$ cat src/iec_defines.svh
// Purpose: Constants for the incremental encoder counter
// Assumes: 32-bit Avalon-MM register bus, word addressed by byte offset
// Notes:   Offsets are byte addresses; each channel owns a block
`ifndef IEC_DEFINES_SVH
`define IEC_DEFINES_SVH
`define IEC_CH_STRIDE    8'h20
`define IEC_OFS_CTRL     8'h00
`define IEC_OFS_MAXV     8'h04
`define IEC_OFS_START    8'h08
`define IEC_OFS_SETV     8'h0C
`define IEC_OFS_COUNT    8'h10
`define IEC_OFS_LATCH    8'h14
`define IEC_OFS_CMD      8'h18
`define IEC_OFS_STAT     8'h1C
`define IEC_OFS_GCTRL    8'h60
`define IEC_OFS_EXPO     8'h64
`define IEC_OFS_TRIG     8'h68
`define IEC_OFS_PERIOD   8'h6C
`define IEC_GCTRL_RUN    0
`define IEC_GCTRL_SLAVE  1
`define IEC_GCTRL_TRIGCH 5:4
`define IEC_CTRL_INTERP  1:0
`define IEC_CTRL_REFMODE 3:2
`define IEC_CMD_SETSTART 0
`define IEC_CMD_SETVAL   1
`define IEC_CMD_REARM    2
`define IEC_MAXV_RESET   32'hFFFFFFFF
`define IEC_START_RESET  32'h00000000
`define IEC_EXPO_RESET   32'h00001000
`define IEC_PERIOD_RESET 32'h00002000
`endif

$ cat src/iec_pkg.sv
// Purpose: Types for the incremental encoder counter
// Assumes: Included by all design files
// Notes:   Encodings are binary and fixed
package iec_pkg;
	typedef enum logic [1:0] {
		IEC_X1 = 2'h0,
		IEC_X2 = 2'h1,
		IEC_X4 = 2'h2
	} iec_interp_t;
	typedef enum logic [1:0] {
		IEC_REF_NONE  = 2'h0,
		IEC_REF_FIRST = 2'h1,
		IEC_REF_EVERY = 2'h2
	} iec_refmode_t;
	typedef enum logic [1:0] {
		IEC_MS_IDLE = 2'h0,
		IEC_MS_EXPO = 2'h1,
		IEC_MS_WAIT = 2'h2
	} iec_mstate_t;
endpackage

$ cat src/iec_sync3.sv
// Purpose: Three-stage pin synchroniser with agreement filter
// Assumes: Asynchronous input pins
// Notes:   Output changes once stages two and three agree
`timescale 1ns/1ps
module iec_sync3 #(
	parameter int W = 1
) (
	input  wire logic         i_mclk,
	input  wire logic         i_resetn,
	input  wire logic [W-1:0] i_pin,
	output logic      [W-1:0] o_level
);
	import iec_pkg::*;
	logic [W-1:0] s1_reg;
	logic [W-1:0] s2_reg;
	logic [W-1:0] s3_reg;
	// Chain of three flip-flops, first read only by the second
	always_ff @(posedge i_mclk or negedge i_resetn) begin
		if (!i_resetn) begin
			s1_reg <= '0;
			s2_reg <= '0;
			s3_reg <= '0;
		end else begin
			s1_reg <= i_pin;
			s2_reg <= s1_reg;
			s3_reg <= s2_reg;
		end
	end
	// Take a new level only when the last two stages agree
	genvar g;
	generate
		for (g = 0; g < W; g++) begin : g_bit
			always_ff @(posedge i_mclk or negedge i_resetn) begin
				if (!i_resetn)
					o_level[g] <= 1'b0;
				else if (s2_reg[g] == s3_reg[g])
					o_level[g] <= s3_reg[g];
			end
		end
	endgenerate
endmodule

$ cat src/iec_channel.sv
// Purpose: One quadrature counter channel
// Assumes: Synchronised A, B and reference levels
// Notes:   Count wraps above the maximum value to zero
`timescale 1ns/1ps
`include "iec_defines.svh"
module iec_channel (
	input  wire logic                 i_mclk,
	input  wire logic                 i_resetn,
	input  wire logic                 i_a,
	input  wire logic                 i_b,
	input  wire logic                 i_ref,
	input  wire iec_pkg::iec_interp_t  i_interp,
	input  wire iec_pkg::iec_refmode_t i_refmode,
	input  wire logic [31:0]          i_maxv,
	input  wire logic [31:0]          i_start,
	input  wire logic                 i_load_start,
	input  wire logic                 i_load_val,
	input  wire logic [31:0]          i_val,
	input  wire logic                 i_rearm,
	output logic      [31:0]          o_count,
	output logic                      o_ref_seen,
	output logic                      o_illegal
);
	import iec_pkg::*;
	logic [1:0]  ab_prev_reg;
	logic        ref_prev_reg;
	logic        init_reg;
	logic [1:0]  ab;
	logic        step;
	logic        up;
	logic        illegal;
	logic        ref_rise;
	logic        ref_load;
	logic [31:0] count_next;
	assign ab = {i_a, i_b};
	assign ref_rise = i_ref & ~ref_prev_reg;
	// Decode a step and direction from the track transition
	always_comb begin
		step = 1'b0;
		up = 1'b0;
		illegal = 1'b0;
		case ({ab_prev_reg, ab})
			4'h2, 4'hB, 4'hD, 4'h4: begin
				up = 1'b1;
				step = 1'b1;
			end
			4'h1, 4'h7, 4'hE, 4'h8: begin
				step = 1'b1;
			end
			4'h3, 4'hC, 4'h6, 4'h9: illegal = 1'b1;
			default: step = 1'b0;
		endcase
		// Fewer counted edges at lower interpolation
		case (i_interp)
			IEC_X1: if (ab_prev_reg[0] == ab[0]
				|| !ab_prev_reg[1] || !ab[1]) step = 1'b0;
			IEC_X2: if (ab_prev_reg[1] == ab[1]) step = 1'b0;
			default: ;
		endcase
	end
	assign ref_load = ref_rise && ((i_refmode == IEC_REF_EVERY)
		|| (i_refmode == IEC_REF_FIRST && !o_ref_seen));
	// Next count value with wrap past the maximum
	always_comb begin
		count_next = o_count;
		if (step) begin
			if (up)
				count_next = (o_count >= i_maxv) ? 32'h0
					: o_count + 32'h1;
			else
				count_next = (o_count == 32'h0) ? i_maxv
					: o_count - 32'h1;
		end
	end
	// Counter register with loads taking priority over steps
	always_ff @(posedge i_mclk or negedge i_resetn) begin
		if (!i_resetn) begin
			o_count <= `IEC_START_RESET;
			init_reg <= 1'b1;
		end else begin
			init_reg <= 1'b0;
			if (init_reg || i_load_start || ref_load)
				o_count <= i_start;
			else if (i_load_val)
				o_count <= i_val;
			else
				o_count <= count_next;
		end
	end
	// Track history and reference record
	always_ff @(posedge i_mclk or negedge i_resetn) begin
		if (!i_resetn) begin
			ab_prev_reg <= 2'h0;
			ref_prev_reg <= 1'b0;
			o_ref_seen <= 1'b0;
			o_illegal <= 1'b0;
		end else begin
			ab_prev_reg <= ab;
			ref_prev_reg <= i_ref;
			o_illegal <= illegal;
			if (ref_rise && i_refmode == IEC_REF_FIRST)
				o_ref_seen <= 1'b1;
			else if (i_rearm)
				o_ref_seen <= 1'b0;
		end
	end
	chk_first_mark_once: assert property (@(posedge i_mclk)
		disable iff (!i_resetn)
		(ref_rise && i_refmode == IEC_REF_FIRST && o_ref_seen
		&& !i_load_start && !i_load_val && !init_reg && !step)
		|=> o_count == $past(o_count))
		else $error("later mark reloaded counter");
	chk_every_mark: assert property (@(posedge i_mclk)
		disable iff (!i_resetn)
		(ref_rise && i_refmode == IEC_REF_EVERY)
		|=> o_count == $past(i_start))
		else $error("mark did not load start");
	chk_wrap_zero: assert property (@(posedge i_mclk)
		disable iff (!i_resetn)
		(step && up && o_count == i_maxv && !ref_load && !init_reg
		&& !i_load_start && !i_load_val) |=> o_count == 32'h0)
		else $error("count did not wrap");
	chk_illegal_hold: assert property (@(posedge i_mclk)
		disable iff (!i_resetn)
		(illegal && !ref_load && !init_reg && !i_load_start
		&& !i_load_val) |=> o_count == $past(o_count))
		else $error("illegal transition counted");
	chk_rearm_clear: assert property (@(posedge i_mclk)
		disable iff (!i_resetn)
		(i_rearm && !(ref_rise && i_refmode == IEC_REF_FIRST))
		|=> !o_ref_seen)
		else $error("rearm did not clear");
	chk_set_value: assert property (@(posedge i_mclk)
		disable iff (!i_resetn)
		(i_load_val && !i_load_start && !ref_load && !init_reg)
		|=> o_count == $past(i_val))
		else $error("direct write lost");
endmodule

$ cat src/iec_top.sv
// Purpose: Three-channel encoder counter with exposure-centred latch
// Assumes: Avalon-MM slave, 50 MHz i_mclk, async active-low reset
// Notes:   Waitrequest is low on the access after one wait state
//
// The Avalon-MM slave port and the address map were left to the implementer.
`timescale 1ns/1ps
`include "iec_defines.svh"
module iec_top #(
	parameter int NCH = 3
) (
	input  wire logic             i_mclk,
	input  wire logic             i_resetn,
	input  wire logic [7:0]       i_avs_address,
	input  wire logic             i_avs_read,
	input  wire logic             i_avs_write,
	input  wire logic [31:0]      i_avs_writedata,
	input  wire logic [3:0]       i_avs_byteenable,
	output logic      [31:0]      o_avs_readdata,
	output logic                  o_avs_waitrequest,
	input  wire logic [NCH-1:0]   i_track_a,
	input  wire logic [NCH-1:0]   i_track_b,
	input  wire logic [NCH-1:0]   i_ref_mark,
	input  wire logic             i_external_sync_trigger_input,
	output logic                  o_meas_start,
	output logic                  o_meas_valid,
	output logic [NCH*32-1:0]     o_meas_count,
	output logic                  o_enc_trigger
);
	import iec_pkg::*;
	logic [NCH-1:0]    a_s;
	logic [NCH-1:0]    b_s;
	logic [NCH-1:0]    r_s;
	logic              sync_s;
	logic              sync_prev_reg;
	logic              ack_reg;
	logic [31:0]       rdata_next;
	logic [3:0]        ctrl_reg [NCH];
	logic [31:0]       maxv_reg [NCH];
	logic [31:0]       start_reg [NCH];
	logic [31:0]       setv_reg [NCH];
	logic [NCH-1:0]    ld_start;
	logic [NCH-1:0]    ld_val;
	logic [NCH-1:0]    rearm;
	logic [31:0]       count [NCH];
	logic [NCH-1:0]    ref_seen;
	logic [NCH-1:0]    illegal;
	logic [NCH-1:0]    illegal_reg;
	logic              slave_reg;
	logic              run_reg;
	logic [1:0]        trig_ch_reg;
	logic [31:0]       trig_thr_reg;
	logic [31:0]       expo_reg;
	logic [31:0]       period_reg;
	logic [31:0]       tmr_reg;
	logic [31:0]       half;
	logic              cyc_go;
	logic              wr;
	logic              rd;
	iec_mstate_t       ms_reg;

	// Pin synchronisers for all tracks and the sync input
	iec_sync3 #(.W(3*NCH+1)) u_sync (
		.i_mclk   (i_mclk),
		.i_resetn (i_resetn),
		.i_pin    ({i_external_sync_trigger_input, i_ref_mark,
			i_track_b, i_track_a}),
		.o_level  ({sync_s, r_s, b_s, a_s})
	);

	// Bus decode; writes land on the accept edge, reads a cycle early
	assign wr = i_avs_write && ack_reg;
	assign rd = i_avs_read && !ack_reg;
	assign o_avs_waitrequest = (i_avs_read || i_avs_write) && !ack_reg;
	always_ff @(posedge i_mclk or negedge i_resetn) begin
		if (!i_resetn)
			ack_reg <= 1'b0;
		else
			ack_reg <= (i_avs_read || i_avs_write) && !ack_reg;
	end

	// Per-channel registers and counters
	genvar c;
	generate
		for (c = 0; c < NCH; c++) begin : g_ch
			localparam logic [7:0] BASE = 8'(c) * `IEC_CH_STRIDE;
			logic sel;
			assign sel = wr && i_avs_address >= BASE
				&& i_avs_address < BASE + `IEC_CH_STRIDE;
			// Configuration registers, one set per channel
			always_ff @(posedge i_mclk or negedge i_resetn) begin
				if (!i_resetn) begin
					ctrl_reg[c] <= 4'h0;
					maxv_reg[c] <= `IEC_MAXV_RESET;
					start_reg[c] <= `IEC_START_RESET;
					setv_reg[c] <= `IEC_START_RESET;
				end else if (sel) begin
					case (i_avs_address - BASE)
						`IEC_OFS_CTRL: ctrl_reg[c] <= i_avs_writedata[3:0];
						`IEC_OFS_MAXV: maxv_reg[c] <= i_avs_writedata;
						`IEC_OFS_START: start_reg[c] <= i_avs_writedata;
						`IEC_OFS_SETV: setv_reg[c] <= i_avs_writedata;
						default: ;
					endcase
				end
			end
			// Command strobes, one cycle each
			always_ff @(posedge i_mclk or negedge i_resetn) begin
				if (!i_resetn) begin
					ld_start[c] <= 1'b0;
					ld_val[c] <= 1'b0;
					rearm[c] <= 1'b0;
				end else begin
					ld_start[c] <= sel && i_avs_address - BASE ==
						`IEC_OFS_CMD
						&& i_avs_writedata[`IEC_CMD_SETSTART];
					ld_val[c] <= sel && i_avs_address - BASE ==
						`IEC_OFS_CMD
						&& i_avs_writedata[`IEC_CMD_SETVAL];
					rearm[c] <= sel && i_avs_address - BASE ==
						`IEC_OFS_CMD
						&& i_avs_writedata[`IEC_CMD_REARM];
				end
			end
			// Sticky record of rejected transitions
			always_ff @(posedge i_mclk or negedge i_resetn) begin
				if (!i_resetn)
					illegal_reg[c] <= 1'b0;
				else if (illegal[c])
					illegal_reg[c] <= 1'b1;
				else if (sel && i_avs_address - BASE == `IEC_OFS_STAT)
					illegal_reg[c] <= 1'b0;
			end
			iec_channel u_ch (
				.i_mclk       (i_mclk),
				.i_resetn     (i_resetn),
				.i_a          (a_s[c]),
				.i_b          (b_s[c]),
				.i_ref        (r_s[c]),
				.i_interp     (iec_interp_t'(ctrl_reg[c][`IEC_CTRL_INTERP])),
				.i_refmode    (iec_refmode_t'(ctrl_reg[c][`IEC_CTRL_REFMODE])),
				.i_maxv       (maxv_reg[c]),
				.i_start      (start_reg[c]),
				.i_load_start (ld_start[c]),
				.i_load_val   (ld_val[c]),
				.i_val        (setv_reg[c]),
				.i_rearm      (rearm[c]),
				.o_count      (count[c]),
				.o_ref_seen   (ref_seen[c]),
				.o_illegal    (illegal[c])
			);
			// Latch at mid exposure onto the measurement bus
			always_ff @(posedge i_mclk or negedge i_resetn) begin
				if (!i_resetn)
					o_meas_count[c*32 +: 32] <= 32'h0;
				else if (ms_reg == IEC_MS_EXPO && tmr_reg == half)
					o_meas_count[c*32 +: 32] <= count[c];
			end
		end
	endgenerate

	// Global control: slave mode, run, trigger channel, timings
	always_ff @(posedge i_mclk or negedge i_resetn) begin
		if (!i_resetn) begin
			slave_reg <= 1'b0;
			run_reg <= 1'b0;
			trig_ch_reg <= 2'h0;
			expo_reg <= `IEC_EXPO_RESET;
			period_reg <= `IEC_PERIOD_RESET;
			trig_thr_reg <= 32'h0;
		end else if (wr) begin
			case (i_avs_address)
				`IEC_OFS_GCTRL: begin
					run_reg <= i_avs_writedata[`IEC_GCTRL_RUN];
					slave_reg <= i_avs_writedata[`IEC_GCTRL_SLAVE];
					trig_ch_reg <= i_avs_writedata[`IEC_GCTRL_TRIGCH];
				end
				`IEC_OFS_EXPO: begin
					expo_reg <= i_avs_writedata;
					period_reg <= (i_avs_writedata > period_reg)
						? i_avs_writedata : period_reg;
				end
				`IEC_OFS_TRIG: trig_thr_reg <= i_avs_writedata;
				`IEC_OFS_PERIOD: period_reg <= i_avs_writedata;
				default: ;
			endcase
		end
	end

	// Encoder trigger: selected channel at or above threshold
	always_ff @(posedge i_mclk or negedge i_resetn) begin
		if (!i_resetn)
			o_enc_trigger <= 1'b0;
		else
			o_enc_trigger <= trig_ch_reg < 2'(NCH)
				&& count[trig_ch_reg] >= trig_thr_reg;
	end

	// Cycle start: master timer or synchronised sync edge
	assign half = expo_reg >> 1;
	assign cyc_go = run_reg && (slave_reg ? (sync_s && !sync_prev_reg)
		: (ms_reg == IEC_MS_IDLE));
	always_ff @(posedge i_mclk or negedge i_resetn) begin
		if (!i_resetn)
			sync_prev_reg <= 1'b0;
		else
			sync_prev_reg <= sync_s;
	end

	// Measurement cycle: exposure, then in master mode wait out the period
	always_ff @(posedge i_mclk or negedge i_resetn) begin
		if (!i_resetn) begin
			ms_reg <= IEC_MS_IDLE;
			tmr_reg <= 32'h0;
			o_meas_start <= 1'b0;
			o_meas_valid <= 1'b0;
		end else begin
			o_meas_start <= 1'b0;
			o_meas_valid <= 1'b0;
			tmr_reg <= tmr_reg + 32'h1;
			case (ms_reg)
				IEC_MS_IDLE: if (cyc_go) begin
					ms_reg <= IEC_MS_EXPO;
					tmr_reg <= 32'h0;
					o_meas_start <= 1'b1;
				end
				IEC_MS_EXPO: if (tmr_reg >= expo_reg) begin
					ms_reg <= IEC_MS_WAIT;
					o_meas_valid <= 1'b1;
				end
				IEC_MS_WAIT: if (slave_reg || tmr_reg >= period_reg)
					ms_reg <= IEC_MS_IDLE;
				default: ms_reg <= IEC_MS_IDLE;
			endcase
		end
	end

	// Read mux
	always_comb begin
		rdata_next = 32'h0;
		for (int i = 0; i < NCH; i++) begin
			if (i_avs_address[7:5] == 3'(i)) begin
				case (i_avs_address[4:0])
					5'(`IEC_OFS_CTRL): rdata_next = {28'h0, ctrl_reg[i]};
					5'(`IEC_OFS_MAXV): rdata_next = maxv_reg[i];
					5'(`IEC_OFS_START): rdata_next = start_reg[i];
					5'(`IEC_OFS_SETV): rdata_next = setv_reg[i];
					5'(`IEC_OFS_COUNT): rdata_next = count[i];
					5'(`IEC_OFS_LATCH): rdata_next = o_meas_count[i*32 +: 32];
					5'(`IEC_OFS_STAT): rdata_next = {30'h0, illegal_reg[i],
						ref_seen[i]};
					default: rdata_next = 32'h0;
				endcase
			end
		end
		case (i_avs_address)
			`IEC_OFS_GCTRL: rdata_next = {26'h0, trig_ch_reg, 2'h0,
				slave_reg, run_reg};
			`IEC_OFS_EXPO: rdata_next = expo_reg;
			`IEC_OFS_TRIG: rdata_next = trig_thr_reg;
			`IEC_OFS_PERIOD: rdata_next = period_reg;
			default: ;
		endcase
	end
	always_ff @(posedge i_mclk or negedge i_resetn) begin
		if (!i_resetn)
			o_avs_readdata <= 32'h0;
		else if (rd)
			o_avs_readdata <= rdata_next;
	end

	chk_mid_latch: assert property (@(posedge i_mclk)
		disable iff (!i_resetn)
		(ms_reg == IEC_MS_EXPO && tmr_reg == half)
		|=> o_meas_count[31:0] == $past(count[0]))
		else $error("count not latched mid exposure");
	chk_slave_start: assert property (@(posedge i_mclk)
		disable iff (!i_resetn)
		(o_meas_start && slave_reg && $past(slave_reg))
		|-> $past(sync_s && !sync_prev_reg))
		else $error("slave cycle without sync edge");
	chk_bus_wait: assert property (@(posedge i_mclk)
		disable iff (!i_resetn)
		(i_avs_read && o_avs_waitrequest) |=> !o_avs_waitrequest)
		else $error("waitrequest held too long");

	// Exposure end raises the valid pulse
	chk_valid_end: assert property (@(posedge i_mclk)
		disable iff (!i_resetn)
		(ms_reg == IEC_MS_EXPO && tmr_reg >= expo_reg) |=> o_meas_valid)
		else $error("no valid pulse at exposure end");

	// Attached counts move only inside the exposure
	chk_latch_hold: assert property (@(posedge i_mclk)
		disable iff (!i_resetn)
		(ms_reg != IEC_MS_EXPO) |=> $stable(o_meas_count))
		else $error("attached count moved outside exposure");

	// Trigger level follows the channel zero threshold
	chk_trig_level: assert property (@(posedge i_mclk)
		disable iff (!i_resetn)
		(trig_ch_reg == 2'h0 && count[0] >= trig_thr_reg)
		|=> o_enc_trigger)
		else $error("encoder trigger missing");

	// A cycle starts only from the idle state
	chk_start_idle: assert property (@(posedge i_mclk)
		disable iff (!i_resetn)
		o_meas_start |-> $past(ms_reg) == IEC_MS_IDLE)
		else $error("cycle started while busy");

	// A rejected transition sets the sticky record
	chk_sticky_set: assert property (@(posedge i_mclk)
		disable iff (!i_resetn)
		illegal[0] |=> illegal_reg[0])
		else $error("rejected transition not recorded");

	// A maximum written on the accept edge lands
	chk_write_lands: assert property (@(posedge i_mclk)
		disable iff (!i_resetn)
		(wr && i_avs_address == `IEC_OFS_MAXV)
		|=> maxv_reg[0] == $past(i_avs_writedata))
		else $error("maximum value write lost");

	// A re-arm command becomes a strobe
	chk_rearm_strobe: assert property (@(posedge i_mclk)
		disable iff (!i_resetn)
		(wr && i_avs_address == `IEC_OFS_CMD
		&& i_avs_writedata[`IEC_CMD_REARM]) |=> rearm[0])
		else $error("re-arm strobe missing");
endmodule

$ cat config.mk
export PLATFORM = sky130hd
export DESIGN_NAME = iec_top
export DESIGN_NICKNAME = d
export VERILOG_FILES = /design/src/iec_pkg.sv /design/src/iec_sync3.sv /design/src/iec_channel.sv /design/src/iec_top.sv
export VERILOG_INCLUDE_DIRS = /design/src
export SDC_FILE = /design/constraint.sdc
export NUM_CORES = 2
export LEC_CHECK = 0
export BUFFER_PORTS_ARGS = -buffer_cell sky130_fd_sc_hd__buf_2
export CORE_MARGIN = 2
export CORE_UTILIZATION = 50
export DETAILED_ROUTE_END_ITERATION = 12
export PLACE_DENSITY = 0.77
export SLEW_MARGIN = 40
export SYNTH_ARGS = -nofsm -noshare
export SYNTH_HDL_FRONTEND = slang
export SYNTH_HIERARCHICAL = 1
export SYNTH_SLANG_ARGS = --single-unit
$ cat constraint.sdc
create_clock -name i_mclk -period 3.5 [get_ports i_mclk]
set_input_delay 0.525 -clock i_mclk [delete_from_list [all_inputs] [get_ports i_mclk]]
set_output_delay 0.525 -clock i_mclk [all_outputs]
set_load 0.02 [all_outputs]
# ---- Yosys cells after proc, flatten, opt, wreduce, memory -nomap -nowiden
# Index checks and enable logic that the tools add are counted.
dict set report classes {
  add_sub_neg 9
  n_lt_le_gt_ge 15
  n_eq_ne 95
  n_mux 71
  n_bitwise 7
  n_reduce_logical 113
}
# operator n
set ops {}
lappend ops {{32-bit two-way mux} 26}
lappend ops {{32-bit one-hot mux with 7 select lines} 3}
lappend ops {{32-bit greater-or-equal comparator} 6}
lappend ops {{32-bit by 1-bit adder with 32-bit output (second input constant)} 4}
lappend ops {{32-bit one-hot mux with 4 select lines} 1}
lappend ops {{32-bit zero test} 3}
lappend ops {{32-bit by 1-bit subtractor with 32-bit output (second input constant)} 3}
lappend ops {{4-bit == test (second input constant)} 18}
lappend ops {{32-bit binary-select mux with 2-bit select} 1}
lappend ops {{32-bit one-hot mux with 2 select lines} 1}
lappend ops {{8-bit by 4-bit == test with 1-bit output (second input constant)} 6}
lappend ops {{8-bit by 5-bit == test with 1-bit output (second input constant)} 6}
lappend ops {{1-bit logical AND} 37}
lappend ops {{4-bit by 3-bit == test with 1-bit output (second input constant)} 9}
lappend ops {{32-bit by 31-bit == test with 1-bit output} 1}
lappend ops {{8-bit by 7-bit == test with 1-bit output (second input constant)} 4}
lappend ops {{32-bit > comparator} 1}
lappend ops {{1-bit two-way mux} 32}
lappend ops {{2-bit AND reduction} 15}
lappend ops {{4-bit by 2-bit == test with 1-bit output (second input constant)} 6}
lappend ops {{8-bit by 3-bit == test with 1-bit output (second input constant)} 3}
lappend ops {{8-bit zero test} 3}
lappend ops {{4-bit OR reduction} 6}
lappend ops {{8-bit OR reduction} 3}
lappend ops {{other kinds (34)} 112}
dict set report totals {
  reg_bits 731
  input_bits 58
  output_inout_bits 132
  elab_cells 380
}

# ---- Logic depth before layout (Yosys ltp)
dict set report logic_depth {
  ltp_word 8
  mapped_depth 12
  ltp_nobuf 10
}

# ---- By module
# Netlist, hierarchy kept.
# mod n_inst cells_per_inst area_each_um2 seq_area_each_um2
set modules_own_cells {}
lappend modules_own_cells {iec_top 1 2609 30062.6 14611.5}
lappend modules_own_cells {iec_channel 3 662 4773.3 952.2}
lappend modules_own_cells {iec_sync3 1 50 1113.6 1001.0}

# ---- Worst setup path before layout
# Ideal clock, no wire load.
dict set report synth_path {
  path_kind {register -> register}
  startpoint {register g_ch[2].u_ch.o_count[12]}
  endpoint {register g_ch[2].u_ch.o_count[28]}
  setup_ns 0.128
  arrival_time_ns 2.763
  t_required_ns 3.372
  path_slack_ns 0.608
  path_stages_with_launch 10
  path_buffers 2
  period_less_slack_ns 2.892
  cell_sequence {dfrtp_1 -> buf_6 -> or4_4 -> or4b_4 -> buf_6 -> or2_1 -> or4_4 -> xnor2_2 -> a31oi_1 -> a31oi_1}
}
dict set report synth_via {
  elab_chain_cells 6
  word_cells_on_any_way 10
  cone_classes {add/sub (2); order compare (1); mux (6); reduce/logical (1)}
}
# element line
set synth_lines {}
lappend synth_lines {{start: declaration} iec_channel.sv:20} ;# output logic [31:0] o_count,
lappend synth_lines {{start signal: assignment} iec_channel.sv:78} ;# o_count <= `IEC_START_RESET;
lappend synth_lines {{start signal: assignment} iec_channel.sv:83} ;# o_count <= i_start;
lappend synth_lines {{start signal: assignment} iec_channel.sv:85} ;# o_count <= i_val;
lappend synth_lines {{32-bit by 1-bit subtractor with 32-bit output, or another cell as far along} iec_channel.sv:72} ;# : o_count - 32'h1;
lappend synth_lines {{32-bit two-way mux (on tied branches)} {iec_channel.sv:71, iec_channel.sv:68}}
lappend synth_lines {{32-bit two-way mux *} iec_channel.sv:67} ;# if (up)
lappend synth_lines {{32-bit two-way mux *} iec_channel.sv:66} ;# if (step) begin
lappend synth_lines {{32-bit two-way mux *} iec_channel.sv:84} ;# else if (i_load_val)
lappend synth_lines {{32-bit two-way mux *} iec_channel.sv:82} ;# if (init_reg || i_load_start || ref_load)
# Mark *: on every way between the ends. The rest lies on a longest branch, timed or not. The select of a mux whose other input is x is not followed.
# A chain may end at the register's enable or synchronous reset.

# ---- Final worst setup path
dict set report layout_path {
  startpoint {register g_ch[0].u_ch.o_count[17]}
  endpoint {register g_ch[0].u_ch.o_count[13]}
}
dict set report layout_via {
  elab_chain_cells 6
  word_cells_on_any_way 8
  cone_classes {order compare (1); mux (6); reduce/logical (1)}
}
# element line
set layout_lines {}
lappend layout_lines {{start: declaration} iec_channel.sv:20}
lappend layout_lines {{start signal: assignment} iec_channel.sv:78}
lappend layout_lines {{start signal: assignment} iec_channel.sv:83}
lappend layout_lines {{start signal: assignment} iec_channel.sv:85}
lappend layout_lines {{32-bit greater-or-equal comparator / 32-bit zero test (equally long branches)} {iec_channel.sv:68, iec_channel.sv:71}}
lappend layout_lines {{32-bit two-way mux (on tied branches)} {iec_channel.sv:68, iec_channel.sv:71}}
lappend layout_lines {{32-bit two-way mux *} iec_channel.sv:67}
lappend layout_lines {{32-bit two-way mux *} iec_channel.sv:66}
lappend layout_lines {{32-bit two-way mux *} iec_channel.sv:84}
lappend layout_lines {{32-bit two-way mux *} iec_channel.sv:82}
# Marked as above.

==> results summary <==
After detailed routing, the average wire length per cell comes to roughly 30 um. The post-detailed-route count of antenna-violating nets is 0. The largest net degree at the start of global routing is 97. The count of endpoints failing hold in the final timing report came out at 0. The number of buffers and inverters on the critical path came out at 0. The number of design rule violations left after detail routing came out at 0. The prevailing post-synth register cell is sky130_fd_sc_hd__dfrtp_1. The max-capacitance violation count is 0. Cells with a size suffix above 1 make up around a quarter of the layout. The startpoint type of the worst setup path is a flop. Walking the worst path, the cells encountered are or3_1 > or4b_4 > nand3b_1 > a2111oi_0 > a221oi_1 > o21ai_0.

Headroom to the max-slew limit came out at a little over 40%. The proportion of synthesized chip area in sequential cells came out at between 40% and 50%. The initial utilization of the core area, before any placement, comes to ~50%. The routed design could run at a clock period as short as approximately 3200 ps.

The finished cells cover roughly 52000 um2. The final routed wirelength across all metal layers came out at between 150000 and 200000 um. Cells fill 58.04% of the core in the end.

The global-route wire length before repair is around 270000 um. The critical path class is flop to flop. The maximum level of the CTS H-tree came out at 3.

The last weighted congestion value of the routability-driven placer is approximately 1.1. The number of global-route vias before repair came out at about 40000. The count of vias placed by the detailed router came out at 42310. The floorplan step defined a die boundary enclosing just over 90000 um2. The leakage power is approximately 23 nW. The sum of net half-perimeters after detailed placement came out at 140000 um. The number of antenna violations at the first check in global routing is 20. The area taken by multi-input logic gates is roughly 25000 um2. The proportion of power drawn by the clock network is between 30 and 40%. For this design the top-level I/O count stands at 190. The internal power of the cells totals between 15 and 20 mW. The number of instances in the synthesized netlist came out at 4645. The worst setup path is captured at a flop.

The largest total area in the synthesized netlist belongs to sky130_fd_sc_hd__dfrtp_1. The overall overflow remaining after global route is 0. Counting flops and latches in the post-synthesis netlist gives ~730. The number of nets in the synthesized netlist is around 4900. The switching power summed over all nets came out at ~7.9 mW. The min-delay analysis places its worst path in the category input pin to flop. The height of the chip is ~310 um. The leading cell type by number of instances after synthesis is sky130_fd_sc_hd__dfrtp_1. The sequential share of power is 39.6%. In the final timing run, aggregate negative setup slack is 0 ps. The post-route non-filler standard cell count came out at about 6200. The clock sink count came out at 733. The proportion of register bits with asynchronous set or reset after synthesis came out at 100.0%. The pre-antenna-repair detailed-routing pass consisted of 9 iterations.

TritonCTS built the clock tree. The netlist area before placement came out at between 40000 and 50000 um2. The actual transition at the worst max-transition pin came out at a little under 900 ps. Setup repair after global routing left no endpoint under its margin.

The setup slack after layout came out at about 330 ps. The number of DRC markers after the initial detailed-route iteration came out at 6620. The top-area cell type share of the netlist area is a little over a third. The final max-slew violation count is 0. Derived from the worst setup path, the maximum achievable clock frequency is approximately 0.32 GHz.

The average vias per placed instance came out at about 7. On the worst path, the slowest cell contributes a delay of ~620 ps. Yosys attributes the largest share of cell area to sky130_fd_sc_hd__dfrtp_1, sky130_fd_sc_hd__mux2_2, sky130_fd_sc_hd__ha_1, sky130_fd_sc_hd__dfstp_2, sky130_fd_sc_hd__nand2_1.

The width of the die is 305.7 um. The run finished with clean final reports. Grouping stages by cell kind, the critical path spends the most delay in simple AND/OR/NAND/NOR gates. The maximum buffer depth of the clock tree is 3.

The clock insertion delay at the later pin of the skew report is slightly below 700 ps. The clock-pin slew of the registers on the worst-case setup and hold paths came out at about 60 ps. The final worst-path cycle share came out at 90.47%. The data arrival time of the worst path came out at between 3000 and 4000 ps. The number of warning messages in the yosys log is 6. The number of placement rows came out at 110. The placement-stage worst setup slack is 222.1 ps. The mean instance size in the synthesized netlist came out at just under 10 um2. The commonest cells after synthesis are sky130_fd_sc_hd__dfrtp_1, sky130_fd_sc_hd__mux2_2, sky130_fd_sc_hd__nand2_1.

The clock buffer count from CTS came out at 84. The highest-delay cell along the critical path is sky130_fd_sc_hd__a2111oi_0. After floorplanning, the core was sized to cover 90150 um2. The area taken by flip-flops and latches is 18470 um2. Global routing used between 30 and 40% of the available tracks across all layers. The combinational group share of total power came out at between 20% and 30%. The data required time of the worst path came out at 4020 ps. The layout net count is about 5200. The placed cell count came out at approximately 6000. The cell area power density came out at ~460 nW/um2. The area added between synthesis and finish is 15.00%. The number of synthesized flops with an enable pin came out at 0.

Net switching is between 30% and 40% of the power. The total setup buffers inserted after CTS came out at 0. The count of buffers inserted at the top-level ports is ~190. After filler insertion, the fill cell instance count of the layout stands at ~7700. The peak supply drop is 482.2 uV. The tree is rooted in a sky130_fd_sc_hd__clkbuf_16. The number of distinct library cells after synthesis is slightly above 90. The placed cell area came out at 49270 um2. For the final database, setup skew stands at 41.15 ps. The largest fanout on the critical path came out at 9.

The total setup violations reported at the end of the flow came out at 0.
-- path summary, 6_finish.rpt --
path | depth (start not counted) | from | slack [ps] | end
worst max-delay path | 6 | g_ch[0].u_ch/o_count[17] | 330 | g_ch[0].u_ch/o_count[13]
worst min-delay path | 3 | i_avs_write | 220 | ack_reg
worst max register to register | 6 | g_ch[0].u_ch/o_count[17] | 330 | g_ch[0].u_ch/o_count[13]
worst min register to register | 0 | u_sync/s1_reg[2] | 350 | u_sync/s2_reg[2]
max in group asynchronous | 4 | i_resetn | 1930 | maxv_reg[79]
min in group asynchronous | 2 | i_resetn | 400 | g_ch[2].u_ch/o_count[17]
-- layout by cell type (no fill, tap or decap), types with 54 or more instances in the layout --
cell and instances:
sky130_fd_sc_hd__a21oi_1 262, sky130_fd_sc_hd__a222oi_1 69, sky130_fd_sc_hd__a22oi_1 170, sky130_fd_sc_hd__a31oi_1 54
sky130_fd_sc_hd__buf_2 184, sky130_fd_sc_hd__buf_4 308, sky130_fd_sc_hd__clkbuf_16 85, sky130_fd_sc_hd__dfrtp_1 631
sky130_fd_sc_hd__dfstp_2 101, sky130_fd_sc_hd__ha_1 238, sky130_fd_sc_hd__inv_1 245, sky130_fd_sc_hd__mux2_2 447
sky130_fd_sc_hd__nand2_1 353, sky130_fd_sc_hd__nand3_1 135, sky130_fd_sc_hd__nand4_1 68, sky130_fd_sc_hd__nor2_1 229
sky130_fd_sc_hd__nor3_1 75, sky130_fd_sc_hd__nor4_1 58, sky130_fd_sc_hd__o21ai_0 260, sky130_fd_sc_hd__xnor2_1 142
sky130_fd_sc_hd__xor2_1 63
-- metrics by stage --
stage          power [mW]  hold slack, ps
2_1_floorplan       12.48           229.4
3_3_place_gp        14.58           334.1
3_5_place_dp        14.70           334.7
4_1_cts             24.05           182.2
5_1_grt             25.00           259.6
6_report            24.23           217.4
-- tightest hold or removal path, delay by kind of cell --
| family | cells | cell delay [ps] |
|---|---|---|
| buffers and inverters | 1 | 150 |
| and+or+nand+nor | 2 | 140 |
-- what timing repair did --
item                      in CTS  in global routing
resized for setup              0                  0
hold buffers                  11                  0
hold endpoints to repair      26                  0
-- layout make-up --
class	count	area share (%)
multi-input cells	3318	47.15
flip-flops and latches	733	35.30
repair buffers	528	7.351
clock buffers	122	4.637
well taps	1176	2.812
inverters	245	1.758
clock inverters	35	0.9470
diodes	9	0.04304
-- power by group through the flow --
stage	sequential, mW	clock [mW]	combinational [mW]
global placement	9.69	0	4.89
floorplan	9.49	0	2.99
global route	9.63	9.80	5.57
detailed placement	9.71	0	4.99
CTS	9.56	9.46	5.03
finish	9.60	9.40	5.22
-- kinds of logic after synthesis --
group / after synthesis / share of synthesized area [%]
AOI/OAI and AO/OA: 1152 / 16.97
xor gates and xnor gates: 208 / 4.054
adders and majority gates: 248 / 6.793
buffers and inverters: 594 / 5.335
DFF: 733 / 40.59
muxes: 526 / 13.20
other: 3 / 0.02475
and+or+nand+nor: 1181 / 13.03
-- layer usage --
metal	up-vias	wire, um	track usage, %
met5	-	124	0
met4	18	15080	26.06
met3	704	25060	12.37
met2	3210	77690	56.14
met1	20660	68990	50.75
li1	17710	-	-
Power figures use the tool's default switching activity.
